File: src/common/drv_reg0_pkg.sv
// Constants for the driver control word and fault flag register
package drv_reg0_pkg;
  // Clock and timing
  localparam int CLK_PERIOD_PS     = 25000;                  // MCLK period, 40 MHz
  localparam int STARTUP_TIME_NS   = 50000;                  // Charge pump settle time
  localparam int STARTUP_CYC       = (STARTUP_TIME_NS * 1000 + CLK_PERIOD_PS - 1) / CLK_PERIOD_PS;
  localparam int RECOV_PERIOD_NS   = 10000;                  // Over-current retry period
  localparam int RECOV_PERIOD_CYC  = (RECOV_PERIOD_NS * 1000) / CLK_PERIOD_PS;
  localparam int DUTY_LOW_PCT      = 12;                     // Retry duty, select 0
  localparam int DUTY_HIGH_PCT     = 25;                     // Retry duty, select 1
  localparam int RECOV_ON_LOW_CYC  = RECOV_PERIOD_CYC * DUTY_LOW_PCT / 100;
  localparam int RECOV_ON_HIGH_CYC = RECOV_PERIOD_CYC * DUTY_HIGH_PCT / 100;
  // Frame
  localparam int FRAME_BITS        = 24;                     // Exact valid frame length
  localparam int NUM_HS            = 5;                      // Outputs seven to eleven
  // Control word fields
  localparam int CW_SELECT         = 0;                      // Register select bit
  localparam int CW_HB1_HS         = 2;                      // Half bridge one high side
  localparam int CW_HB6_HS         = 12;                     // Half bridge six high side
  localparam int CW_HS_LO          = 13;                     // Output seven switch
  localparam int CW_MON_LO         = 18;                     // Monitor select, low bit
  localparam int CW_MON_HI         = 19;                     // Monitor select, high bit
  localparam int CW_SUPPLY_NOREC   = 20;                     // Supply recovery disable
  localparam int CW_DUTY_SEL       = 21;                     // Retry duty select
  localparam int CW_STATUS_CLR     = 22;                     // Clear all flags
  localparam int CW_ENABLE         = 23;                     // Active when set
  localparam logic [23:0] CW_RESET = 24'h000000;             // Starts in standby
  // Fault flag fields
  localparam int SF_NO_ERROR       = 0;
  localparam int SF_HS_LO          = 13;                     // Output seven over-current
  localparam int SF_NOT_READY      = 18;
  localparam int SF_TEMP_WARN      = 19;
  localparam int SF_THERMAL        = 20;
  localparam int SF_UNDERVOLT      = 21;
  localparam int SF_OVERVOLT       = 22;
  localparam int SF_ALWAYS_ONE     = 23;
  // Monitor one-hot positions
  localparam int MON_ELEVEN        = 0;
  localparam int MON_ONE           = 1;
  localparam int MON_SIX           = 2;
  localparam int MON_FIVE          = 3;
  localparam int MON_FOUR          = 4;
  // Power sequencing states, Gray along standby, starting, active
  typedef enum logic [1:0] {
    PWR_STANDBY  = 2'b00,
    PWR_STARTING = 2'b01,
    PWR_ACTIVE   = 2'b11
  } pwr_state_t;
endpackage

File: src/core/driver_ctrl_status_reg0.sv
// Serial control word 0 and fault flag register 0 of the actuator driver
`timescale 1ns/1ps
module driver_ctrl_status_reg0
  import drv_reg0_pkg::*;
#(
  parameter int STARTUP_CYCLES = STARTUP_CYC               // Start-up wait in clocks
)
(
  input  wire logic                         MCLK,
  input  wire logic                         RSTN,
  input  wire logic                         CHIP_SELECT_LOW,      // Frame select, low active
  input  wire logic                         SERIAL_CLK,           // Link clock pin
  input  wire logic                         SERIAL_INPUT,         // Data in, LSB first
  output logic                              SERIAL_OUTPUT,        // Status data out
  output logic                              SERIAL_OUTPUT_EN,     // Drives data out pin
  input  wire logic                         UNDERVOLT_IN,         // Supply undervoltage
  input  wire logic                         OVERVOLT_IN,          // Supply overvoltage
  input  wire logic                         THERMAL_SHUTDOWN_IN,  // Junction too hot
  input  wire logic                         TEMP_WARNING_IN,      // Junction warm
  input  wire logic [drv_reg0_pkg::NUM_HS-1:0] OVERCURRENT_IN,    // Per output seven..eleven
  input  wire logic [drv_reg0_pkg::NUM_HS-1:0] OC_RECOVERY_EN,    // Retry enable per output
  output logic [drv_reg0_pkg::NUM_HS-1:0]   HIGH_SIDE_SWITCH,     // Outputs seven..eleven on
  output logic [4:0]                        CURRENT_IMAGE_OUTPUT, // One-hot monitor source
  output logic                              THERMAL_SHUTDOWN_FLAG,// Latched thermal flag
  output logic                              NOT_READY             // Start-up in progress
);
  import drv_reg0_pkg::*;

  localparam int PHASE_W = $clog2(RECOV_PERIOD_CYC);
  localparam int TMR_W   = $clog2(STARTUP_CYCLES + 1);

  logic [1:0]        rst_sync_r;                 // Reset release chain
  logic              rst_n;                      // Released reset
  logic [1:0]        cs_sync_r, ck_sync_r, di_sync_r; // Pin synchronisers
  logic              cs_d_r, ck_d_r;             // Delayed copies for edges
  logic [8:0]        flt_sync1_r, flt_sync2_r;   // Fault input synchronisers
  logic              uv_now, ov_now, tsd_now, tw_now;
  logic [NUM_HS-1:0] oc_now;
  logic              cs_fall, cs_rise, ck_rise, ck_fall;
  logic [23:0]       shift_in_r;                 // Received bits
  logic [4:0]        bit_cnt_r;                  // Saturating bit count
  logic [23:0]       shift_out_r;                // Status being sent
  logic [23:0]       ctrl_r;                     // Control word 0
  logic              frame_ok;                   // Exact-length frame to reg 0
  logic              flag_clr;                   // Clear pulse at frame end
  logic              uv_flag_r, ov_flag_r, tw_flag_r, tsd_flag_r;
  logic [NUM_HS-1:0] oc_flag;
  logic [NUM_HS-1:0] hs_drive;
  logic [23:0]       status;                     // Assembled fault flags
  pwr_state_t        pwr_r;                      // Power sequencing state
  logic [TMR_W-1:0]  tmr_r;                      // Start-up countdown
  logic [PHASE_W-1:0] phase_r;                   // Retry period phase
  logic              retry_on;
  logic              supply_block, allowed;
  logic [4:0]        mon_nxt;

  // Reset released through two flip-flops
  always_ff @(posedge MCLK or negedge RSTN)
  begin
    if (!RSTN)
      rst_sync_r <= 2'b00;
    else
      rst_sync_r <= {rst_sync_r[0], 1'b1};
  end
  assign rst_n = rst_sync_r[1];

  // Link pins pass two flip-flops
  always_ff @(posedge MCLK or negedge rst_n)
  begin
    if (!rst_n)
    begin
      cs_sync_r <= 2'b11;
      ck_sync_r <= 2'b00;
      di_sync_r <= 2'b00;
      cs_d_r    <= 1'b1;
      ck_d_r    <= 1'b0;
    end
    else
    begin
      cs_sync_r <= {cs_sync_r[0], CHIP_SELECT_LOW};
      ck_sync_r <= {ck_sync_r[0], SERIAL_CLK};
      di_sync_r <= {di_sync_r[0], SERIAL_INPUT};
      cs_d_r    <= cs_sync_r[1];
      ck_d_r    <= ck_sync_r[1];
    end
  end
  assign cs_fall = cs_d_r & ~cs_sync_r[1];
  assign cs_rise = ~cs_d_r & cs_sync_r[1];
  assign ck_rise = ~ck_d_r & ck_sync_r[1] & ~cs_sync_r[1];
  assign ck_fall = ck_d_r & ~ck_sync_r[1] & ~cs_sync_r[1];

  // Fault pins pass two flip-flops
  always_ff @(posedge MCLK or negedge rst_n)
  begin
    if (!rst_n)
    begin
      flt_sync1_r <= 9'h000;
      flt_sync2_r <= 9'h000;
    end
    else
    begin
      flt_sync1_r <= {OVERCURRENT_IN, TEMP_WARNING_IN, THERMAL_SHUTDOWN_IN,
                      OVERVOLT_IN, UNDERVOLT_IN};
      flt_sync2_r <= flt_sync1_r;
    end
  end
  assign uv_now  = flt_sync2_r[0];
  assign ov_now  = flt_sync2_r[1];
  assign tsd_now = flt_sync2_r[2];
  assign tw_now  = flt_sync2_r[3];
  assign oc_now  = flt_sync2_r[8:4];

  // Receive: sample on link clock rise, count bits
  always_ff @(posedge MCLK or negedge rst_n)
  begin
    if (!rst_n)
    begin
      shift_in_r <= 24'h000000;
      bit_cnt_r  <= 5'h00;
    end
    else if (cs_fall)
      bit_cnt_r  <= 5'h00;
    else if (ck_rise)
    begin
      shift_in_r <= {di_sync_r[1], shift_in_r[23:1]};
      if (bit_cnt_r <= 5'(FRAME_BITS))
        bit_cnt_r <= bit_cnt_r + 5'h01;           // Stops one past valid length
    end
  end

  // Frame taken only at exact length and register 0 selected
  assign frame_ok = cs_rise && (bit_cnt_r == 5'(FRAME_BITS))
                    && !shift_in_r[CW_SELECT];
  assign flag_clr = frame_ok & shift_in_r[CW_STATUS_CLR];

  // Control word 0; clearing enable clears everything
  always_ff @(posedge MCLK or negedge rst_n)
  begin
    if (!rst_n)
      ctrl_r <= CW_RESET;
    else if (frame_ok)
      ctrl_r <= shift_in_r[CW_ENABLE] ? shift_in_r : CW_RESET;
  end

  // Transmit: load status at frame start, shift on link clock fall
  always_ff @(posedge MCLK or negedge rst_n)
  begin
    if (!rst_n)
    begin
      shift_out_r      <= 24'h000000;
      SERIAL_OUTPUT    <= 1'b0;
      SERIAL_OUTPUT_EN <= 1'b0;
    end
    else if (cs_fall)
    begin
      shift_out_r      <= {1'b0, status[23:1]};
      SERIAL_OUTPUT    <= status[0];
      SERIAL_OUTPUT_EN <= 1'b1;
    end
    else if (cs_rise)
      SERIAL_OUTPUT_EN <= 1'b0;
    else if (ck_fall)
    begin
      SERIAL_OUTPUT    <= shift_out_r[0];
      shift_out_r      <= {1'b0, shift_out_r[23:1]};
    end
  end

  // Supply and temperature flags, latched, set wins over clear
  always_ff @(posedge MCLK or negedge rst_n)
  begin
    if (!rst_n)
    begin
      uv_flag_r  <= 1'b0;
      ov_flag_r  <= 1'b0;
      tw_flag_r  <= 1'b0;
      tsd_flag_r <= 1'b0;
    end
    else
    begin
      uv_flag_r  <= (uv_flag_r  & ~flag_clr) | uv_now;
      ov_flag_r  <= (ov_flag_r  & ~flag_clr) | ov_now;
      tw_flag_r  <= (tw_flag_r  & ~flag_clr) | tw_now;
      tsd_flag_r <= (tsd_flag_r & ~flag_clr) | tsd_now;
    end
  end

  // Power sequencing with start-up countdown
  always_ff @(posedge MCLK or negedge rst_n)
  begin
    if (!rst_n)
    begin
      pwr_r <= PWR_STANDBY;
      tmr_r <= '0;
    end
    else if (!ctrl_r[CW_ENABLE])
      pwr_r <= PWR_STANDBY;
    else
    begin
      case (pwr_r)
        PWR_STANDBY:
        begin
          pwr_r <= PWR_STARTING;
          tmr_r <= TMR_W'(STARTUP_CYCLES - 1);
        end
        PWR_STARTING:
        begin
          if (tmr_r == '0)
            pwr_r <= PWR_ACTIVE;
          else
            tmr_r <= tmr_r - TMR_W'(1);
        end
        PWR_ACTIVE:
          pwr_r <= PWR_ACTIVE;
        default:
          pwr_r <= PWR_STANDBY;
      endcase
    end
  end

  // Retry period phase, on-window set by duty select
  always_ff @(posedge MCLK or negedge rst_n)
  begin
    if (!rst_n)
      phase_r <= '0;
    else if (phase_r == PHASE_W'(RECOV_PERIOD_CYC - 1))
      phase_r <= '0;
    else
      phase_r <= phase_r + PHASE_W'(1);
  end
  assign retry_on = ctrl_r[CW_DUTY_SEL] ? (phase_r < PHASE_W'(RECOV_ON_HIGH_CYC))
                                        : (phase_r < PHASE_W'(RECOV_ON_LOW_CYC));

  // Output permission; warning flag deliberately not used
  assign supply_block = uv_now | ov_now
                      | (ctrl_r[CW_SUPPLY_NOREC] & (uv_flag_r | ov_flag_r));
  assign allowed = (pwr_r == PWR_ACTIVE) & ~supply_block
                 & ~tsd_flag_r & ~tsd_now;

  // One channel per high-side output seven to eleven
  genvar g;
  generate
    for (g = 0; g < NUM_HS; g++)
    begin : gen_hs
      hs_channel u_ch
      (
        .clk        (MCLK),
        .rst_n      (rst_n),
        .switch_req (ctrl_r[CW_HS_LO + g]),
        .allowed    (allowed),
        .oc_event   (oc_now[g]),
        .recov_en   (OC_RECOVERY_EN[g]),
        .retry_on   (retry_on),
        .flag_clr   (flag_clr),
        .drive_r    (hs_drive[g]),
        .oc_flag_r  (oc_flag[g])
      );
    end
  endgenerate
  assign HIGH_SIDE_SWITCH = hs_drive;

  // Fault flag register assembly
  always_comb
  begin
    status                           = 24'h000000;
    status[SF_ALWAYS_ONE]            = 1'b1;
    status[SF_OVERVOLT]              = ov_flag_r;
    status[SF_UNDERVOLT]             = uv_flag_r;
    status[SF_THERMAL]               = tsd_flag_r;
    status[SF_TEMP_WARN]             = tw_flag_r;
    status[SF_NOT_READY]             = (pwr_r == PWR_STARTING);
    status[SF_HS_LO +: NUM_HS]       = oc_flag;
    status[SF_NO_ERROR]              = ~|status[22:1];
  end

  // Current monitor source select
  always_comb
  begin
    mon_nxt = 5'h00;
    case ({ctrl_r[CW_MON_HI], ctrl_r[CW_MON_LO]})
      2'b00:   mon_nxt[MON_ELEVEN] = 1'b1;
      2'b10:
      begin
        if (ctrl_r[CW_HB1_HS] && !ctrl_r[CW_HB6_HS])
          mon_nxt[MON_ONE] = 1'b1;
        else
          mon_nxt[MON_SIX] = 1'b1;
      end
      2'b01:   mon_nxt[MON_FIVE] = 1'b1;
      default: mon_nxt[MON_FOUR] = 1'b1;
    endcase
  end

  // Registered status outputs
  always_ff @(posedge MCLK or negedge rst_n)
  begin
    if (!rst_n)
    begin
      CURRENT_IMAGE_OUTPUT  <= 5'h00;
      THERMAL_SHUTDOWN_FLAG <= 1'b0;
      NOT_READY             <= 1'b0;
    end
    else
    begin
      CURRENT_IMAGE_OUTPUT  <= mon_nxt;
      THERMAL_SHUTDOWN_FLAG <= tsd_flag_r;
      NOT_READY             <= (pwr_r == PWR_STARTING);
    end
  end
endmodule

File: src/core/hs_channel.sv
// One high-side channel: switch state, over-current latch and retry
`timescale 1ns/1ps
module hs_channel
(
  input  wire logic clk,
  input  wire logic rst_n,
  input  wire logic switch_req,   // Control bit for this output
  input  wire logic allowed,      // Global output permission
  input  wire logic oc_event,     // Synchronised over-current
  input  wire logic recov_en,     // Automatic retry enabled
  input  wire logic retry_on,     // Retry window phase
  input  wire logic flag_clr,     // Status clear from frame
  output logic      drive_r,      // Driver on
  output logic      oc_flag_r     // Latched over-current
);
  // Over-current latch, set wins over clear
  always_ff @(posedge clk or negedge rst_n)
  begin
    if (!rst_n)
      oc_flag_r <= 1'b0;
    else
      oc_flag_r <= (oc_flag_r & ~flag_clr) | oc_event;
  end

  // Driver state: off on fault, pulsed when retry active
  always_ff @(posedge clk or negedge rst_n)
  begin
    if (!rst_n)
      drive_r <= 1'b0;
    else if (oc_event)
      drive_r <= 1'b0;
    else if (oc_flag_r && !flag_clr)
      drive_r <= allowed & switch_req & recov_en & retry_on;
    else
      drive_r <= allowed & switch_req;
  end
endmodule

File: config.mk
export PLATFORM = sky130hd
export DESIGN_NAME = driver_ctrl_status_reg0
export DESIGN_NICKNAME = d
export VERILOG_FILES = /design/src/common/drv_reg0_pkg.sv /design/src/core/driver_ctrl_status_reg0.sv /design/src/core/hs_channel.sv
export SDC_FILE = /design/constraint.sdc
export NUM_CORES = 1
export LEC_CHECK = 0
export ABC_AREA = 1
export BUFFER_PORTS_ARGS = -buffer_cell sky130_fd_sc_hd__buf_2
export CAP_MARGIN = 15
export CORE_MARGIN = 2
export CORE_UTILIZATION = 62
export DETAILED_ROUTE_END_ITERATION = 7
export PLACE_DENSITY = 0.81
export SYNTH_ARGS = -nofsm -noshare
export SYNTH_HDL_FRONTEND = slang
export SYNTH_HIERARCHICAL = 1
export SYNTH_SLANG_ARGS = --single-unit
export TNS_END_PERCENT = 1
File: constraint.sdc
create_clock -name MCLK -period 11.8 [get_ports MCLK]
set_input_delay 1.77 -clock MCLK [delete_from_list [all_inputs] [get_ports MCLK]]
set_output_delay 1.77 -clock MCLK [all_outputs]
set_load 0.01 [all_outputs]
# ---- After elaboration in Yosys (flattened, before gate mapping)
# Cells that the tools add are included.
dict set report op_classes {
  add_sub_neg 3
  order_cmp 3
  n_eq_ne 9
  n_mux 35
  bitwise 56
  reduce_logical 26
}
# operator count
set op_table {}
lappend op_table {{2-to-1 mux 24 bit} 4}
lappend op_table {{AND 1 bit} 35}
lappend op_table {{case mux 11 bit (2 select lines)} 1}
lappend op_table {{2-to-1 mux 1 bit} 21}
lappend op_table {{2-to-1 mux 5 bit} 3}
lappend op_table {{OR 1 bit} 12}
lappend op_table {{zero test 11 bit} 1}
lappend op_table {{2-to-1 mux 11 bit} 1}
lappend op_table {{subtractor 11 x 1 -> 11 bit (second input constant)} 1}
lappend op_table {{nonzero test 2 bit} 5}
lappend op_table {{OR reduction 10 bit} 1}
lappend op_table {{adder 9 x 1 -> 9 bit (second input constant)} 1}
lappend op_table {{== test 9 bit (second input constant)} 1}
lappend op_table {{less-than comparator 9 x 6 -> 1 bit (second input constant)} 1}
lappend op_table {{less-than comparator 9 x 7 -> 1 bit (second input constant)} 1}
lappend op_table {{2-to-1 mux 9 bit} 1}
lappend op_table {{NOT 1 bit} 9}
lappend op_table {{logical AND 1 bit} 8}
lappend op_table {{2-to-1 mux 2 bit} 3}
lappend op_table {{case mux 2 bit (3 select lines)} 1}
lappend op_table {{AND reduction 2 bit} 3}
lappend op_table {{adder 5 x 1 -> 5 bit (second input constant)} 1}
lappend op_table {{== test 5 bit (second input constant)} 1}
lappend op_table {{less-or-equal comparator 5 bit (second input constant)} 1}
lappend op_table {{8 further kinds} 15}
dict set report totals {
  ff_bits 150
  in_bits 19
  out_inout_bits 14
  word_cells 166
}

# ---- Longest topological paths before layout
# Gate-level depths: netlist of run 1.
dict set report depth {
  depth_word 12
  depth_mapped 9
  ltp_nobuf 9
}

# ---- By module
# The synthesis of run 1 kept the hierarchy.
# module n_inst cells_per_inst area_each_um2 seq_area_each_um2
set modules_own_cells {}
lappend modules_own_cells {driver_ctrl_status_reg0 1 539 5268.8 3181.8}
lappend modules_own_cells {hs_channel 5 9 88.8 50.0}

# ---- Worst setup path after synthesis of run 1
# No wires, ideal clock.
dict set report synth_path {
  kind {reg-to-output}
  from {reg SERIAL_OUTPUT}
  to {out SERIAL_OUTPUT}
  arrival_ns 0.385
  t_required_ns 10.030
  slack_ns 9.645
  stages_incl_launch_ff 1
  path_buffers 0
  cell_sequence {dfrtp_1}
}
# element line
set synth_rtl {}
lappend synth_rtl {{from (decl)} driver_ctrl_status_reg0.sv:14} ;# output logic SERIAL_OUTPUT,
lappend synth_rtl {{from (signal assigned)} driver_ctrl_status_reg0.sv:157} ;# SERIAL_OUTPUT <= status[0];
lappend synth_rtl {{from (signal assigned)} driver_ctrl_status_reg0.sv:164} ;# SERIAL_OUTPUT <= shift_out_r[0];
# No word-level cell between the ends.

# ---- Worst setup path in the final report of run 1
dict set report layout_path {
  from {reg SERIAL_OUTPUT}
  to {out SERIAL_OUTPUT}
}
# No word-level cell between the ends.

==> impl_summary.txt, run 1 <==
----------------------------------------------------
[Synth]
  Most common cell in the netlist ... sky130_fd_sc_hd__dfrtp_1
  Share of the synthesized area in the top cell type ... 58.69%
  Post-synthesis share of cell area spent on xor and xnor gates ... 0.3066%
  Sequential area share after synthesis ... 60.07%
  Number of storage elements in the synthesis netlist ... 137
  Net Count, Synth ... 609
  Portion of netlist area occupied by mux cells ... 0%
  Synth unique cells ... 40
  Compound-Gate Fraction of Synth Area ... 9.921%
  Cell type with the largest total area after synthesis ... sky130_fd_sc_hd__dfrtp_1
  Ys flop type ... sky130_fd_sc_hd__dfrtp_1
  Gate count of the mapped netlist ... 584
  Share of flip-flops with an asynchronous set or reset after synthesis ... 100.0%
  Average footprint of a synthesized cell ... 9.782 um2
  Dominant combinational cell family by area after synthesis ... simple AND/OR/NAND/NOR gates
  Simple-gate area share of the yosys netlist ... 21.22%
  Area of the mapped netlist ... 5713 um2
  Top cells by count, synth ... 134 x sky130_fd_sc_hd__dfrtp_1, 130 x sky130_fd_sc_hd__nand2_1, 68 x sky130_fd_sc_hd__inv_1, 43 x sky130_fd_sc_hd__nor2_1, 42 x sky130_fd_sc_hd__nand3_1
  Yosys warning count ... 6
  Number of flops mapped to enable cells by yosys ... 0
  Area contributors post-synth ... sky130_fd_sc_hd__dfrtp_1 59%, sky130_fd_sc_hd__nand2_1 8.5%, sky130_fd_sc_hd__inv_1 4.5%
  Synth Area in Adders ... 1.314%

[Routing]
  Total number of vias ... 4009
  First-pass iteration count of the detailed router ... 6
  Detailed-route vias per instance ... 5.381
  Number of DRC markers after the initial detailed-route iteration ... 253
  Antenna Violating Nets Remaining ... 0
  Drt wl/cell ... 14.30 um
  Residual DRC ... 0
  Detailed Route WL ... 10660 um

[Setup path]
  Startpoint-to-endpoint class of the critical path ... flop to output pin
  Timing startpoint of the critical path ... SERIAL_OUTPUT
  Slowest stage cell, crit path ... sky130_fd_sc_hd__dfrtp_1
  Longest individual stage delay on the worst path ... 390 ps
  Arrival @ worst endpoint ... 1050 ps
  Cells along the critical path ... buf_2
  Maximum net fanout on the critical path ... 2
  Required time at the endpoint of the critical path ... 10030 ps
  Kind of end point of the critical path ... output pin
  Buf/Inv on CP ... 1
  Worst path top cell family by delay ... flip-flops
  Crit Reg-Reg Startpoint ... cs_d_r
  CP Launch Type ... flop

[Final layout]
  Fraction of layout instances using a drive strength above 1 ... 19.09%
  Synth-to-Final Area Change ... 13.29%
  Final net count ... 646
  Antenna Diode Count ... 0
  Finished Cell Area ... 6472 um2
  Final-layout fill cell count ... 661

[STA]
  Setup clock skew after layout ... 6.337 ps
  Crit path time final ... 2818 ps
  Setup-failing EPs final ... 0
  Final hold violations ... 0
  Setup repair after global routing missed its margin ... false
  Slew @ Worst Pin ... 928.1 ps
  Total negative setup slack ... 0 ps
  Pins over their slew limit ... 0
  Final worst-path cycle share ... 23.88%
  Highest Clock Rate ... 354.9 MHz
  Rel. slew slack ... 38.13%

[Floorplan]
  Initial standard-cell utilization of the core ... 62.72%
  Area of the core ... 9109 um2
  Total die area ... 9998 um2
  Die boundary height ... 99.99 um
  Number of rows in the core area ... 35
  I/O Pins ... 33
  Horizontal extent of the die ... 99.99 um

[GRT]
  Number of global-route vias before repair ... 3990
  Maximum number of pins on one net before global-route repair ... 78
  Wire length of the first global-routing pass ... 18290 um
  Total global routing track utilization ... 23.48%
  Initial antenna violation count ... 0
  Total global routing overflow ... 0

[Outcome]
  Run status ... finished, final reports clean

[Clocking]
  Clk buf depth ... 2
  Buffer cell driving the clock tree root ... sky130_fd_sc_hd__clkbuf_8
  Buffers inserted by post-CTS timing repair ... 0
  Insertion delay to the later sink of the worst-skew pair ... 520 ps
  TritonCTS buffer count ... 17
  Clock slew at the register clock pins of the worst setup and hold paths ... 60 ps
  Resized Gates After CTS ... 0
  Post-cts hold buffer count ... 0
  Clock Sinks ... 137
  Maximum level of the CTS H-tree ... 4
  Clock tree from TritonCTS ... done

[Min path]
  Worst Hold Launch ... flt_sync1_r[6]
  Worst min-delay path class ... flop to flop

[Placed design]
  Sum of net half-perimeters after detailed placement ... 6867 um
  Routability Congestion ... 0.9037
  Cell Area, Placed ... 5918 um2
  Port Buffer Count ... 32

[Power and ir drop]
  Cell Pwr Density ... 166.9 nW/um2
  Max IR drop VDD ... 0.0001671 V
  Leak ... 3.219 nW

[Run]
  Max_cap viols ... 0

----------------------------------------------------
[flip-flops by register name, indices dropped and copies added, names as in the netlist, 2 cells and up]
signal,flops
ctrl_r,12
pwr_r,2
phase_r,9
flt_sync2_r,9
gen_hs.u_ch/oc_flag_r,5
shift_out_r,23
di_sync_r,2
tmr_r,11
shift_in_r,24
CURRENT_IMAGE_OUTPUT,5
bit_cnt_r,5
ck_sync_r,2
cs_sync_r,2
gen_hs.u_ch/drive_r,5
rst_sync_r,2
flt_sync1_r,9
[area by class of cell]
| class | count | area [um2] | share of cell area [%] |
|---|---|---|---|
| Multi-Input combinational cell | 353 | 1876 | 28.98 |
| Sequential cell | 137 | 3436 | 53.08 |
| Timing Repair Buffer | 34 | 175.2 | 2.706 |
| Clock inverter | 14 | 136.4 | 2.107 |
| Clock buffer | 18 | 417.9 | 6.457 |
| Tap cell | 111 | 138.9 | 2.146 |
| Inverter | 78 | 292.8 | 4.523 |
[cell families (layout without fill, tap and decap cells)]
group	count (synthesis)	in the layout
other	1	1
DFF	137	137
buffers and inverters	94	144
AOI/OAI and AO/OA	91	91
and+or+nand+nor	253	253
xor gates and xnor gates	2	2
adders and majority gates	6	6
[path summary, 6_finish.rpt]
path,cells after the start,endpoint,slack [ps]
worst max register to register,6,shift_in_r[13],9070
max in group asynchronous,1,tmr_r[5],10020
min in group asynchronous,0,shift_in_r[12],480
worst min-delay path,0,flt_sync2_r[6],350
worst min register to register,0,flt_sync2_r[6],350
worst max-delay path,1,SERIAL_OUTPUT,8980
[stage by stage]
step           hold slack (ps)  total power, mW  instances  setup slack [ps]  utilization, %
2_1_floorplan            331.2           0.5741        584              7706               -
3_3_place_gp             333.3           0.5876        713              9234           64.97
3_5_place_dp             334.7           0.5933        713              9116           64.97
4_1_cts                  348.6            1.086        745              8967           71.06
5_1_grt                  359.8            1.121        745              8862           71.06
6_report                 348.2            1.080        745              8982           71.06
[layer usage]
metal  routed length [um]  GRT usage [%]  share of wire, %
met1                 4567          30.00                43
met2                 5535          38.93                52
met3                  380          5.850               3.6
met4                  174          9.378               1.6
met5                    0              0                 0
[layout by cell type (no fill, tap or decap), types with 5 or more instances in the layout]
cell type | netlist | final
sky130_fd_sc_hd__nand3_1 | 42 | 42
sky130_fd_sc_hd__o21ai_0 | 37 | 37
sky130_fd_sc_hd__nand3_2 | 6 | 6
sky130_fd_sc_hd__nand2_1 | 130 | 130
sky130_fd_sc_hd__nand2_2 | 5 | 5
sky130_fd_sc_hd__a21oi_1 | 15 | 15
sky130_fd_sc_hd__nor2_4 | 5 | 5
sky130_fd_sc_hd__clkinv_1 | 5 | 5
sky130_fd_sc_hd__o21ai_1 | 8 | 8
sky130_fd_sc_hd__ha_1 | 6 | 6
sky130_fd_sc_hd__nor3_1 | 8 | 8
sky130_fd_sc_hd__o21ai_2 | 7 | 7
sky130_fd_sc_hd__nor2_1 | 43 | 43
sky130_fd_sc_hd__dfrtp_1 | 134 | 133
sky130_fd_sc_hd__buf_2 | 3 | 32
sky130_fd_sc_hd__a21oi_2 | 12 | 12
sky130_fd_sc_hd__inv_1 | 68 | 68
sky130_fd_sc_hd__clkbuf_16 | 0 | 16
sky130_fd_sc_hd__inv_6 | 0 | 5
sky130_fd_sc_hd__inv_2 | 5 | 5
[report_power, final]
| group | switching (mW) | internal, mW | total (mW) |
|---|---|---|---|
| registers | 0.0215 | 0.503 | 0.524 |
| clock network | 0.210 | 0.284 | 0.494 |
| logic | 0.0399 | 0.0221 | 0.0620 |
Power figures use the tool's default switching activity.
==> run 2, diff against run 1 <==
--- a/config.mk
+++ b/config.mk
@@ -9,9 +9,9 @@
 export BUFFER_PORTS_ARGS = -buffer_cell sky130_fd_sc_hd__buf_2
 export CAP_MARGIN = 15
 export CORE_MARGIN = 2
-export CORE_UTILIZATION = 62
+export CORE_UTILIZATION = 60
 export DETAILED_ROUTE_END_ITERATION = 7
-export PLACE_DENSITY = 0.81
+export PLACE_DENSITY = 0.79
 export SYNTH_ARGS = -nofsm -noshare
 export SYNTH_HDL_FRONTEND = slang
 export SYNTH_HIERARCHICAL = 1
==> constraint.sdc (replaced) <==
create_clock -name MCLK -period 2.9 [get_ports MCLK]
set_input_delay 0.435 -clock MCLK [delete_from_list [all_inputs] [get_ports MCLK]]
set_output_delay 0.435 -clock MCLK [all_outputs]
set_load 0.01 [all_outputs]
==> run 2 against run 1 <==
Wire length increased by 3.9%. Sequential share of layout area decreased by 2.2 points. Critical path depth increased by 4. Sequential power increased to 4.0 times the previous value. Critical path type is now flop to flop. Critical endpoint is now shift_out_r[16]. Largest cell class unchanged.
==> impl_summary.txt, run 2 (synthesized netlist as in run 1, its figures left out) <==
----------------------------------------------------
[Outcome]
  Run status ... finished, final reports clean

[Setup path]
  Startpoint-to-endpoint class of the critical path ... flop to flop
  Arrival @ worst endpoint ... 2630 ps (+1580 ps)
  Slowest stage cell, crit path ... sky130_fd_sc_hd__ha_1
  Kind of end point of the critical path ... flop
  CP Launch Type ... flop
  Most frequent cell on the critical path ... sky130_fd_sc_hd__nand2_2
  Cells along the critical path ... ha_1 > nand2_2 > nand2_2 > o211ai_1 > o21ai_0
  Maximum net fanout on the critical path ... 22 (+20)
  Required time at the endpoint of the critical path ... 3330 ps (-6700 ps)
  Longest individual stage delay on the worst path ... 570 ps (+180 ps)

[STA]
  Setup clock skew after layout ... 4.391 ps (-1.946 ps)
  Highest Clock Rate ... 454.9 MHz
  Crit path time final ... 2198 ps
  Final hold violations ... 0 (unchanged)
  Rel. slew slack ... 51.26% (+13 points)
  Slew @ Worst Pin ... 728.4 ps (-199.7 ps)
  Pins over their slew limit ... 0 (unchanged)
  Final worst-path cycle share ... 75.80%
  Total negative setup slack ... 0 ps (unchanged)
  Setup repair after global routing missed its margin ... false
  Setup-failing EPs final ... 0 (unchanged)
  Setup ws final ... 701.7 ps (-8281 ps)

[Clocking]
  Clk buf depth ... 2 (unchanged)
  Resized Gates After CTS ... 0 (unchanged)
  Insertion delay to the later sink of the worst-skew pair ... 520 ps (about the same)
  Clock tree from TritonCTS ... done
  Post-cts hold buffer count ... 12 (+12)
  Maximum level of the CTS H-tree ... 4 (unchanged)
  Buffers inserted by post-CTS timing repair ... 0 (unchanged)
  Clock Sinks ... 137 (unchanged)
  Clock slew at the register clock pins of the worst setup and hold paths ... 60 ps (about the same)
  TritonCTS buffer count ... 17 (unchanged)
  Buffer cell driving the clock tree root ... sky130_fd_sc_hd__clkbuf_8

[Min path]
  Worst min-delay path class ... primary input to flop

[Power and ir drop]
  Max IR drop VDD ... 0.0005736 V (+240%)
  Cell Pwr Density ... 706.3 nW/um2 (+320%)
  Pwr Total ... 4.768 mW (+340%)
  Leak ... 3.339 nW (+3.7%)

[Floorplan]
  Area of the core ... 9240 um2 (+1.4%)
  Initial standard-cell utilization of the core ... 61.83% (-0.89 points)
  I/O Pins ... 33 (unchanged)
  Die boundary height ... 101.6 um (+1.6%)
  Horizontal extent of the die ... 101.6 um (+1.6%)
  Total die area ... 10320 um2 (+3.2%)
  Number of rows in the core area ... 35 (unchanged)

[Routing]
  Antenna Violating Nets Remaining ... 0 (unchanged)
  Total number of vias ... 4077 (+1.7%)
  Residual DRC ... 0 (unchanged)
  Detailed Route WL ... 11080 um (+3.9%)
  Number of DRC markers after the initial detailed-route iteration ... 298 (+18%)
  Drt wl/cell ... 14.24 um (-0.47%)
  Detailed-route vias per instance ... 5.240 (-2.6%)
  First-pass iteration count of the detailed router ... 5 (-1)

[Final layout]
  Fraction of layout instances using a drive strength above 1 ... 19.11% (+0.021 points)
  Antenna Diode Count ... 0 (unchanged)
  Leading cell type in the layout, fill and taps excluded ... sky130_fd_sc_hd__dfrtp_1
  Commonest cells after routing, fill and taps aside ... 133 x sky130_fd_sc_hd__dfrtp_1, 130 x sky130_fd_sc_hd__nand2_1, 68 x sky130_fd_sc_hd__inv_1, 43 x sky130_fd_sc_hd__nor2_1, 42 x sky130_fd_sc_hd__nand3_1
  Final net count ... 661 (+2.3%)
  Max FFs per register ... 24 (unchanged)
  Largest registers in the final layout ... shift_in_r (24), shift_out_r (23), ctrl_r (12)
  Synth-to-Final Area Change ... 18.18%
  Core utilization of the finished layout ... 73.07% (+2.0 points)
  Non-Filler Instances ... 778 (+4.4%)
  Register ranked first by flip-flop count ... shift_in_r

[GRT]
  Total global routing track utilization ... 24.21% (+0.73 points)
  Maximum number of pins on one net before global-route repair ... 102 (+31%)
  Wire length of the first global-routing pass ... 18830 um (+3.0%)
  Initial antenna violation count ... 0 (unchanged)
  Total global routing overflow ... 0 (unchanged)
  Number of global-route vias before repair ... 4052 (+1.6%)

[Run]
  Max_cap viols ... 0 (unchanged)

[Placed design]
  Number of instances in the placed design ... 733 (+2.8%)
  Worst setup timing slack at the placement stage ... 781.4 ps (-8335 ps)
  Sum of net half-perimeters after detailed placement ... 6720 um (-2.1%)
  Port Buffer Count ... 32 (unchanged)
  Routability Congestion ... 0.9056 (+0.21%)

----------------------------------------------------
-- run 2: cell types whose count changed in the layout (fill, tap and decap cells not counted) --
cell,previous run,this run
sky130_fd_sc_hd__inv_8,1,2
sky130_fd_sc_hd__clkinvlp_4,2,0
sky130_fd_sc_hd__bufinv_16,1,5
sky130_fd_sc_hd__buf_4,2,3
sky130_fd_sc_hd__clkbuf_1,1,0
sky130_fd_sc_hd__inv_6,5,3
sky130_fd_sc_hd__clkinv_2,2,1
sky130_fd_sc_hd__clkinv_4,3,4
sky130_fd_sc_hd__buf_12,0,1
sky130_fd_sc_hd__dlygate4sd3_1,0,13
-- run 2: path summary, 6_finish.rpt --
path / from / cells after the start / slack, ps / to
max: cs_d_r / 5 / 700 / shift_out_r[16]
min: OC_RECOVERY_EN[3] / 3 / 170 / gen_hs[3].u_ch/drive_r
max reg2reg: cs_d_r / 5 / 700 / shift_out_r[16]
min reg2reg: rst_sync_r[1] / 0 / 290 / CURRENT_IMAGE_OUTPUT[0]
max in group asynchronous: rst_sync_r[1] / 1 / 1700 / SERIAL_OUTPUT
min in group asynchronous: RSTN / 2 / 210 / rst_sync_r[0]
-- run 2: through the flow --
stage | cell area, um2 | hold slack, ps
detailed placement | 5968 | 226.1
global placement | 5968 | 220.2
floorplan | 5714 | 139.4
finish | 6751 | 167.8
CTS | 6741 | 18.50
global route | 6751 | 145.1
-- run 2: worst max-delay path, delay by kind of cell, from the launching register on --
family	cells	cell delay (ps)
DFF	1	540
adders and majority gates	1	570
AOI/OAI and AO/OA	2	280
and+or+nand+nor	2	700
-- run 2: per-layer routing --
metal  vias to the layer above  routed length, um  global-route usage, %
li1                       1969                  -                      -
met4                         0                163                  8.316
met3                        17                483                  8.144
met5                         -                  0                      0
met2                        97               5684                  38.82
met1                      1994               4746                  31.15
-- run 2: layout make-up --
| cell class | count | area (um2) |
|---|---|---|
| sequential | 137 | 3436 |
| fill | 614 | 2489 |
| multi-input combinational | 353 | 1876 |
| clock buffer | 17 | 414.1 |
| timing repair buffer | 49 | 332.8 |
| inverter | 78 | 292.8 |
| clock inverter | 15 | 239.0 |
| tap | 129 | 161.4 |
-- run 2: power breakdown --
part	switching (mW)	internal (mW)	total [mW]
combinational	0.177	0.105	0.282
sequential	0.0752	2.05	2.12
clock	0.859	1.51	2.37
total	1.11	3.66	4.77
==> run 3, diff against run 2 <==
--- a/config.mk
+++ b/config.mk
@@ -5,7 +5,7 @@
 export SDC_FILE = /design/constraint.sdc
 export NUM_CORES = 1
 export LEC_CHECK = 0
-export ABC_AREA = 1
+export ABC_AREA = 0
 export BUFFER_PORTS_ARGS = -buffer_cell sky130_fd_sc_hd__buf_2
 export CAP_MARGIN = 15
 export CORE_MARGIN = 2
==> constraint.sdc (replaced) <==
create_clock -name MCLK -period 2.15 [get_ports MCLK]
set_input_delay 0.3225 -clock MCLK [delete_from_list [all_inputs] [get_ports MCLK]]
set_output_delay 0.3225 -clock MCLK [all_outputs]
set_load 0.01 [all_outputs]
==> run 3 against run 2 <==
Largest cell class unchanged. Area after synthesis shrank 6.3%. Design area shrank 5.1%. Via count shrank 14%. Die area shrank 6.1%. Sequential share of layout area grew 2.7 points.
==> impl_summary.txt, run 3 <==
----------------------------------------------------
[STA]
  Crit path time final ... 1989 ps (-209.8 ps)
  Slew @ Worst Pin ... 673.5 ps (-54.90 ps)
  Highest Clock Rate ... 502.9 MHz (+11%)
  Setup ws final ... 161.4 ps (-540.2 ps)
  Rel. slew slack ... 55.10% (+3.8 points)
  Final hold violations ... 0 (unchanged)
  Setup repair after global routing missed its margin ... false
  Setup clock skew after layout ... 8.065 ps (+3.674 ps)
  Final worst-path cycle share ... 92.49% (+17 points)
  Total negative setup slack ... 0 ps (unchanged)
  Pins over their slew limit ... 0 (unchanged)
  Setup-failing EPs final ... 0 (unchanged)

[Final layout]
  Largest registers in the final layout ... shift_in_r (24), shift_out_r (23), ctrl_r (12)
  Fraction of layout instances using a drive strength above 1 ... 19.64% (+0.53 points)
  Commonest cells after routing, fill and taps aside ... 133 x sky130_fd_sc_hd__dfrtp_1, 34 x sky130_fd_sc_hd__nand2_1, 32 x sky130_fd_sc_hd__buf_2, 24 x sky130_fd_sc_hd__inv_1, 24 x sky130_fd_sc_hd__o21ai_1
  Antenna Diode Count ... 0 (unchanged)
  Register ranked first by flip-flop count ... shift_in_r
  Synth-to-Final Area Change ... 19.71%
  Final-layout fill cell count ... 576 (-6.2%)
  Final net count ... 511 (-23%)
  Max FFs per register ... 24 (unchanged)
  Leading cell type in the layout, fill and taps excluded ... sky130_fd_sc_hd__dfrtp_1

[Floorplan]
  Area of the core ... 8678 um2 (-6.1%)
  Total die area ... 9692 um2 (-6.1%)
  Horizontal extent of the die ... 98.45 um (-3.1%)
  I/O Pins ... 33 (unchanged)
  Die boundary height ... 98.45 um (-3.1%)
  Number of rows in the core area ... 34 (-2.9%)
  Initial standard-cell utilization of the core ... 61.68% (-0.15 points)

[GRT]
  GR met1 Demand/Resource ... 31.43% (+0.28 points)
  Met3 routing resource usage after global routing ... 6.099% (-2.0 points)
  Most heavily used metal layer in global routing ... met2
  Initial antenna violation count ... 0 (unchanged)
  Total global routing track utilization ... 23.91% (-0.30 points)
  Number of global-route vias before repair ... 3677 (-9.3%)
  Wire length of the first global-routing pass ... 18100 um (-3.9%)
  Met2 usage ... 39.46% (+0.64 points)
  Total global routing overflow ... 0 (unchanged)
  Maximum number of pins on one net before global-route repair ... 136 (+33%)

[Placed design]
  Port Buffer Count ... 32 (unchanged)
  Routability Congestion ... 0.8124 (-10%)
  Sum of net half-perimeters after detailed placement ... 6263 um (-6.8%)
  Worst setup timing slack at the placement stage ... 209.2 ps (-572.1 ps)

[Power and ir drop]
  Leak ... 3.001 nW (-10%)
  Max IR drop VDD ... 0.0005367 V (-6.4%)
  Pwr Total ... 5.910 mW (+24%)
  Cell Pwr Density ... 922.4 nW/um2 (+31%)

[Setup path]
  Kind of end point of the critical path ... flop
  Maximum net fanout on the critical path ... 5 (-77%)
  CP Launch Type ... flop
  Startpoint-to-endpoint class of the critical path ... flop to flop
  Required time at the endpoint of the critical path ... 2560 ps (-770 ps)
  Arrival @ worst endpoint ... 2400 ps (-230 ps)

[Clocking]
  Insertion delay to the later sink of the worst-skew pair ... 510 ps (about the same)
  Clock tree from TritonCTS ... done
  Maximum level of the CTS H-tree ... 4 (unchanged)
  Clk buf depth ... 2 (unchanged)
  Buffers inserted by post-CTS timing repair ... 0 (unchanged)
  TritonCTS buffer count ... 17 (unchanged)
  Clock slew at the register clock pins of the worst setup and hold paths ... 60 ps (about the same)
  Buffer cell driving the clock tree root ... sky130_fd_sc_hd__clkbuf_8
  Clock Sinks ... 137 (unchanged)

[Synth]
  Most common cell in the netlist ... sky130_fd_sc_hd__dfrtp_1
  Cell type with the largest total area after synthesis ... sky130_fd_sc_hd__dfrtp_1
  Number of flops mapped to enable cells by yosys ... 0 (unchanged)
  Yosys warning count ... 6 (unchanged)
  Share of flip-flops with an asynchronous set or reset after synthesis ... 100.0% (unchanged)
  Share of the synthesized area in the top cell type ... 62.65% (+4.0 points)
  Synth unique cells ... 61 (+53%)
  Area contributors post-synth ... sky130_fd_sc_hd__dfrtp_1 63%, sky130_fd_sc_hd__mux2_1 4.4%, sky130_fd_sc_hd__nand2_1 2.4%
  Number of storage elements in the synthesis netlist ... 137 (unchanged)
  Gate count of the mapped netlist ... 425 (-27%)
  Ys flop type ... sky130_fd_sc_hd__dfrtp_1
  Net Count, Synth ... 450 (-26%)
  Top cells by count, synth ... 134 x sky130_fd_sc_hd__dfrtp_1, 34 x sky130_fd_sc_hd__nand2_1, 24 x sky130_fd_sc_hd__inv_1, 24 x sky130_fd_sc_hd__o21ai_1, 21 x sky130_fd_sc_hd__mux2_1
  Area of the mapped netlist ... 5353 um2 (-6.3%)
  Sequential area share after synthesis ... 64.12% (+4.0 points)
  Average footprint of a synthesized cell ... 12.59 um2 (+29%)

[Routing]
  Residual DRC ... 0 (unchanged)
  Drt wl/cell ... 16.89 um (+19%)
  Number of DRC markers after the initial detailed-route iteration ... 260 (-13%)
  Antenna Violating Nets Remaining ... 0 (unchanged)
  Detailed Route WL ... 10260 um (-7.4%)
  First-pass iteration count of the detailed router ... 5 (unchanged)
  Total number of vias ... 3525 (-14%)
  Detailed-route vias per instance ... 5.807 (+11%)

[Run]
  Max_cap viols ... 0 (unchanged)

[Min path]
  Worst min-delay path class ... primary input to flop

[Outcome]
  Run status ... finished, final reports clean

----------------------------------------------------
[run 3: cell count changes in the layout (fill, tap and decap cells not counted), moves of 16 or more]
cell,previous run,this run
sky130_fd_sc_hd__nor2_1,43,17
sky130_fd_sc_hd__nand3_1,42,16
sky130_fd_sc_hd__o21ai_1,8,24
sky130_fd_sc_hd__nand2_1,130,34
sky130_fd_sc_hd__inv_1,68,24
sky130_fd_sc_hd__o21ai_0,37,5
sky130_fd_sc_hd__mux2_1,0,21
[run 3: power breakdown]
group / switching [mW] / internal (mW) / leakage, nW / total [mW]
Sequential: 0.106 / 2.72 / 1.75 / 2.83
Clock: 1.10 / 1.69 / 0.283 / 2.79
Combinational: 0.159 / 0.133 / 0.972 / 0.292
[run 3: worst paths after layout]
check                                         endpoint  cells after the start              start  slack [ps]
max in group asynchronous              shift_out_r[22]                      1      rst_sync_r[1]        1220
min in group asynchronous                rst_sync_r[0]                      2               RSTN         120
worst max register to register  gen_hs[0].u_ch/drive_r                      7       cs_sync_r[1]         160
worst min register to register            di_sync_r[1]                      0       di_sync_r[0]         350
worst max-delay path            gen_hs[0].u_ch/drive_r                      7       cs_sync_r[1]         160
worst min-delay path            gen_hs[1].u_ch/drive_r                      3  OC_RECOVERY_EN[1]         110
[run 3: logic make-up (layout without fill, tap and decap cells)]
kind of cell	after synthesis	after routing	synth area share, %
flops	137	137	64.12
mux	36	36	7.317
buf+inv	43	117	3.366
simple gates	108	108	10.50
compound gates	85	85	11.76
xor+xnor	9	9	1.473
other cells	1	1	0.07006
fa+ha+maj	6	6	1.402
[run 3: stage by stage]
step,area [um2],hold slack (ps),cells,utilization (%)
2_1_floorplan,5356,26.91,425,-
6_report,6407,108.9,607,73.83
4_1_cts,6406,92.82,607,73.82
5_1_grt,6407,90.29,607,73.83
3_3_place_gp,5704,107.1,562,65.73
3_5_place_dp,5704,107.6,562,65.73
[run 3: worst max-delay path: stages, from the launching register on]
cell                       delay [ps]
sky130_fd_sc_hd__dfstp_2          560
sky130_fd_sc_hd__ha_1             240
sky130_fd_sc_hd__inv_2             60
sky130_fd_sc_hd__nor4b_4          310
sky130_fd_sc_hd__nand2_1          210
sky130_fd_sc_hd__inv_1            190
sky130_fd_sc_hd__inv_1            100
sky130_fd_sc_hd__a311oi_2         220
[run 3: area by class of cell]
type	instances	area, um2	area share, %
Multi-Input combinational cell	245	1750	27.32
Sequential cell	137	3436	53.62
Tap cell	108	135.1	2.109
Timing Repair Buffer	58	412.9	6.444
Clock inverter	13	140.1	2.187
Inverter	27	101.3	1.582
Clock buffer	19	431.7	6.737
[run 3: what timing repair did]
action                                 CTS  global route
hold buffers                            13             0
setup endpoints to repair                0             1
gates resized for setup                  0             1
endpoints found under the hold margin   14             0
[run 3: layer usage]
layer / wire length [um] / up-vias
met3: 431 / 16
met1: 4241 / 1798
met4: 179 / 0
li1: - / 1626
met5: 0 / -
met2: 5403 / 85
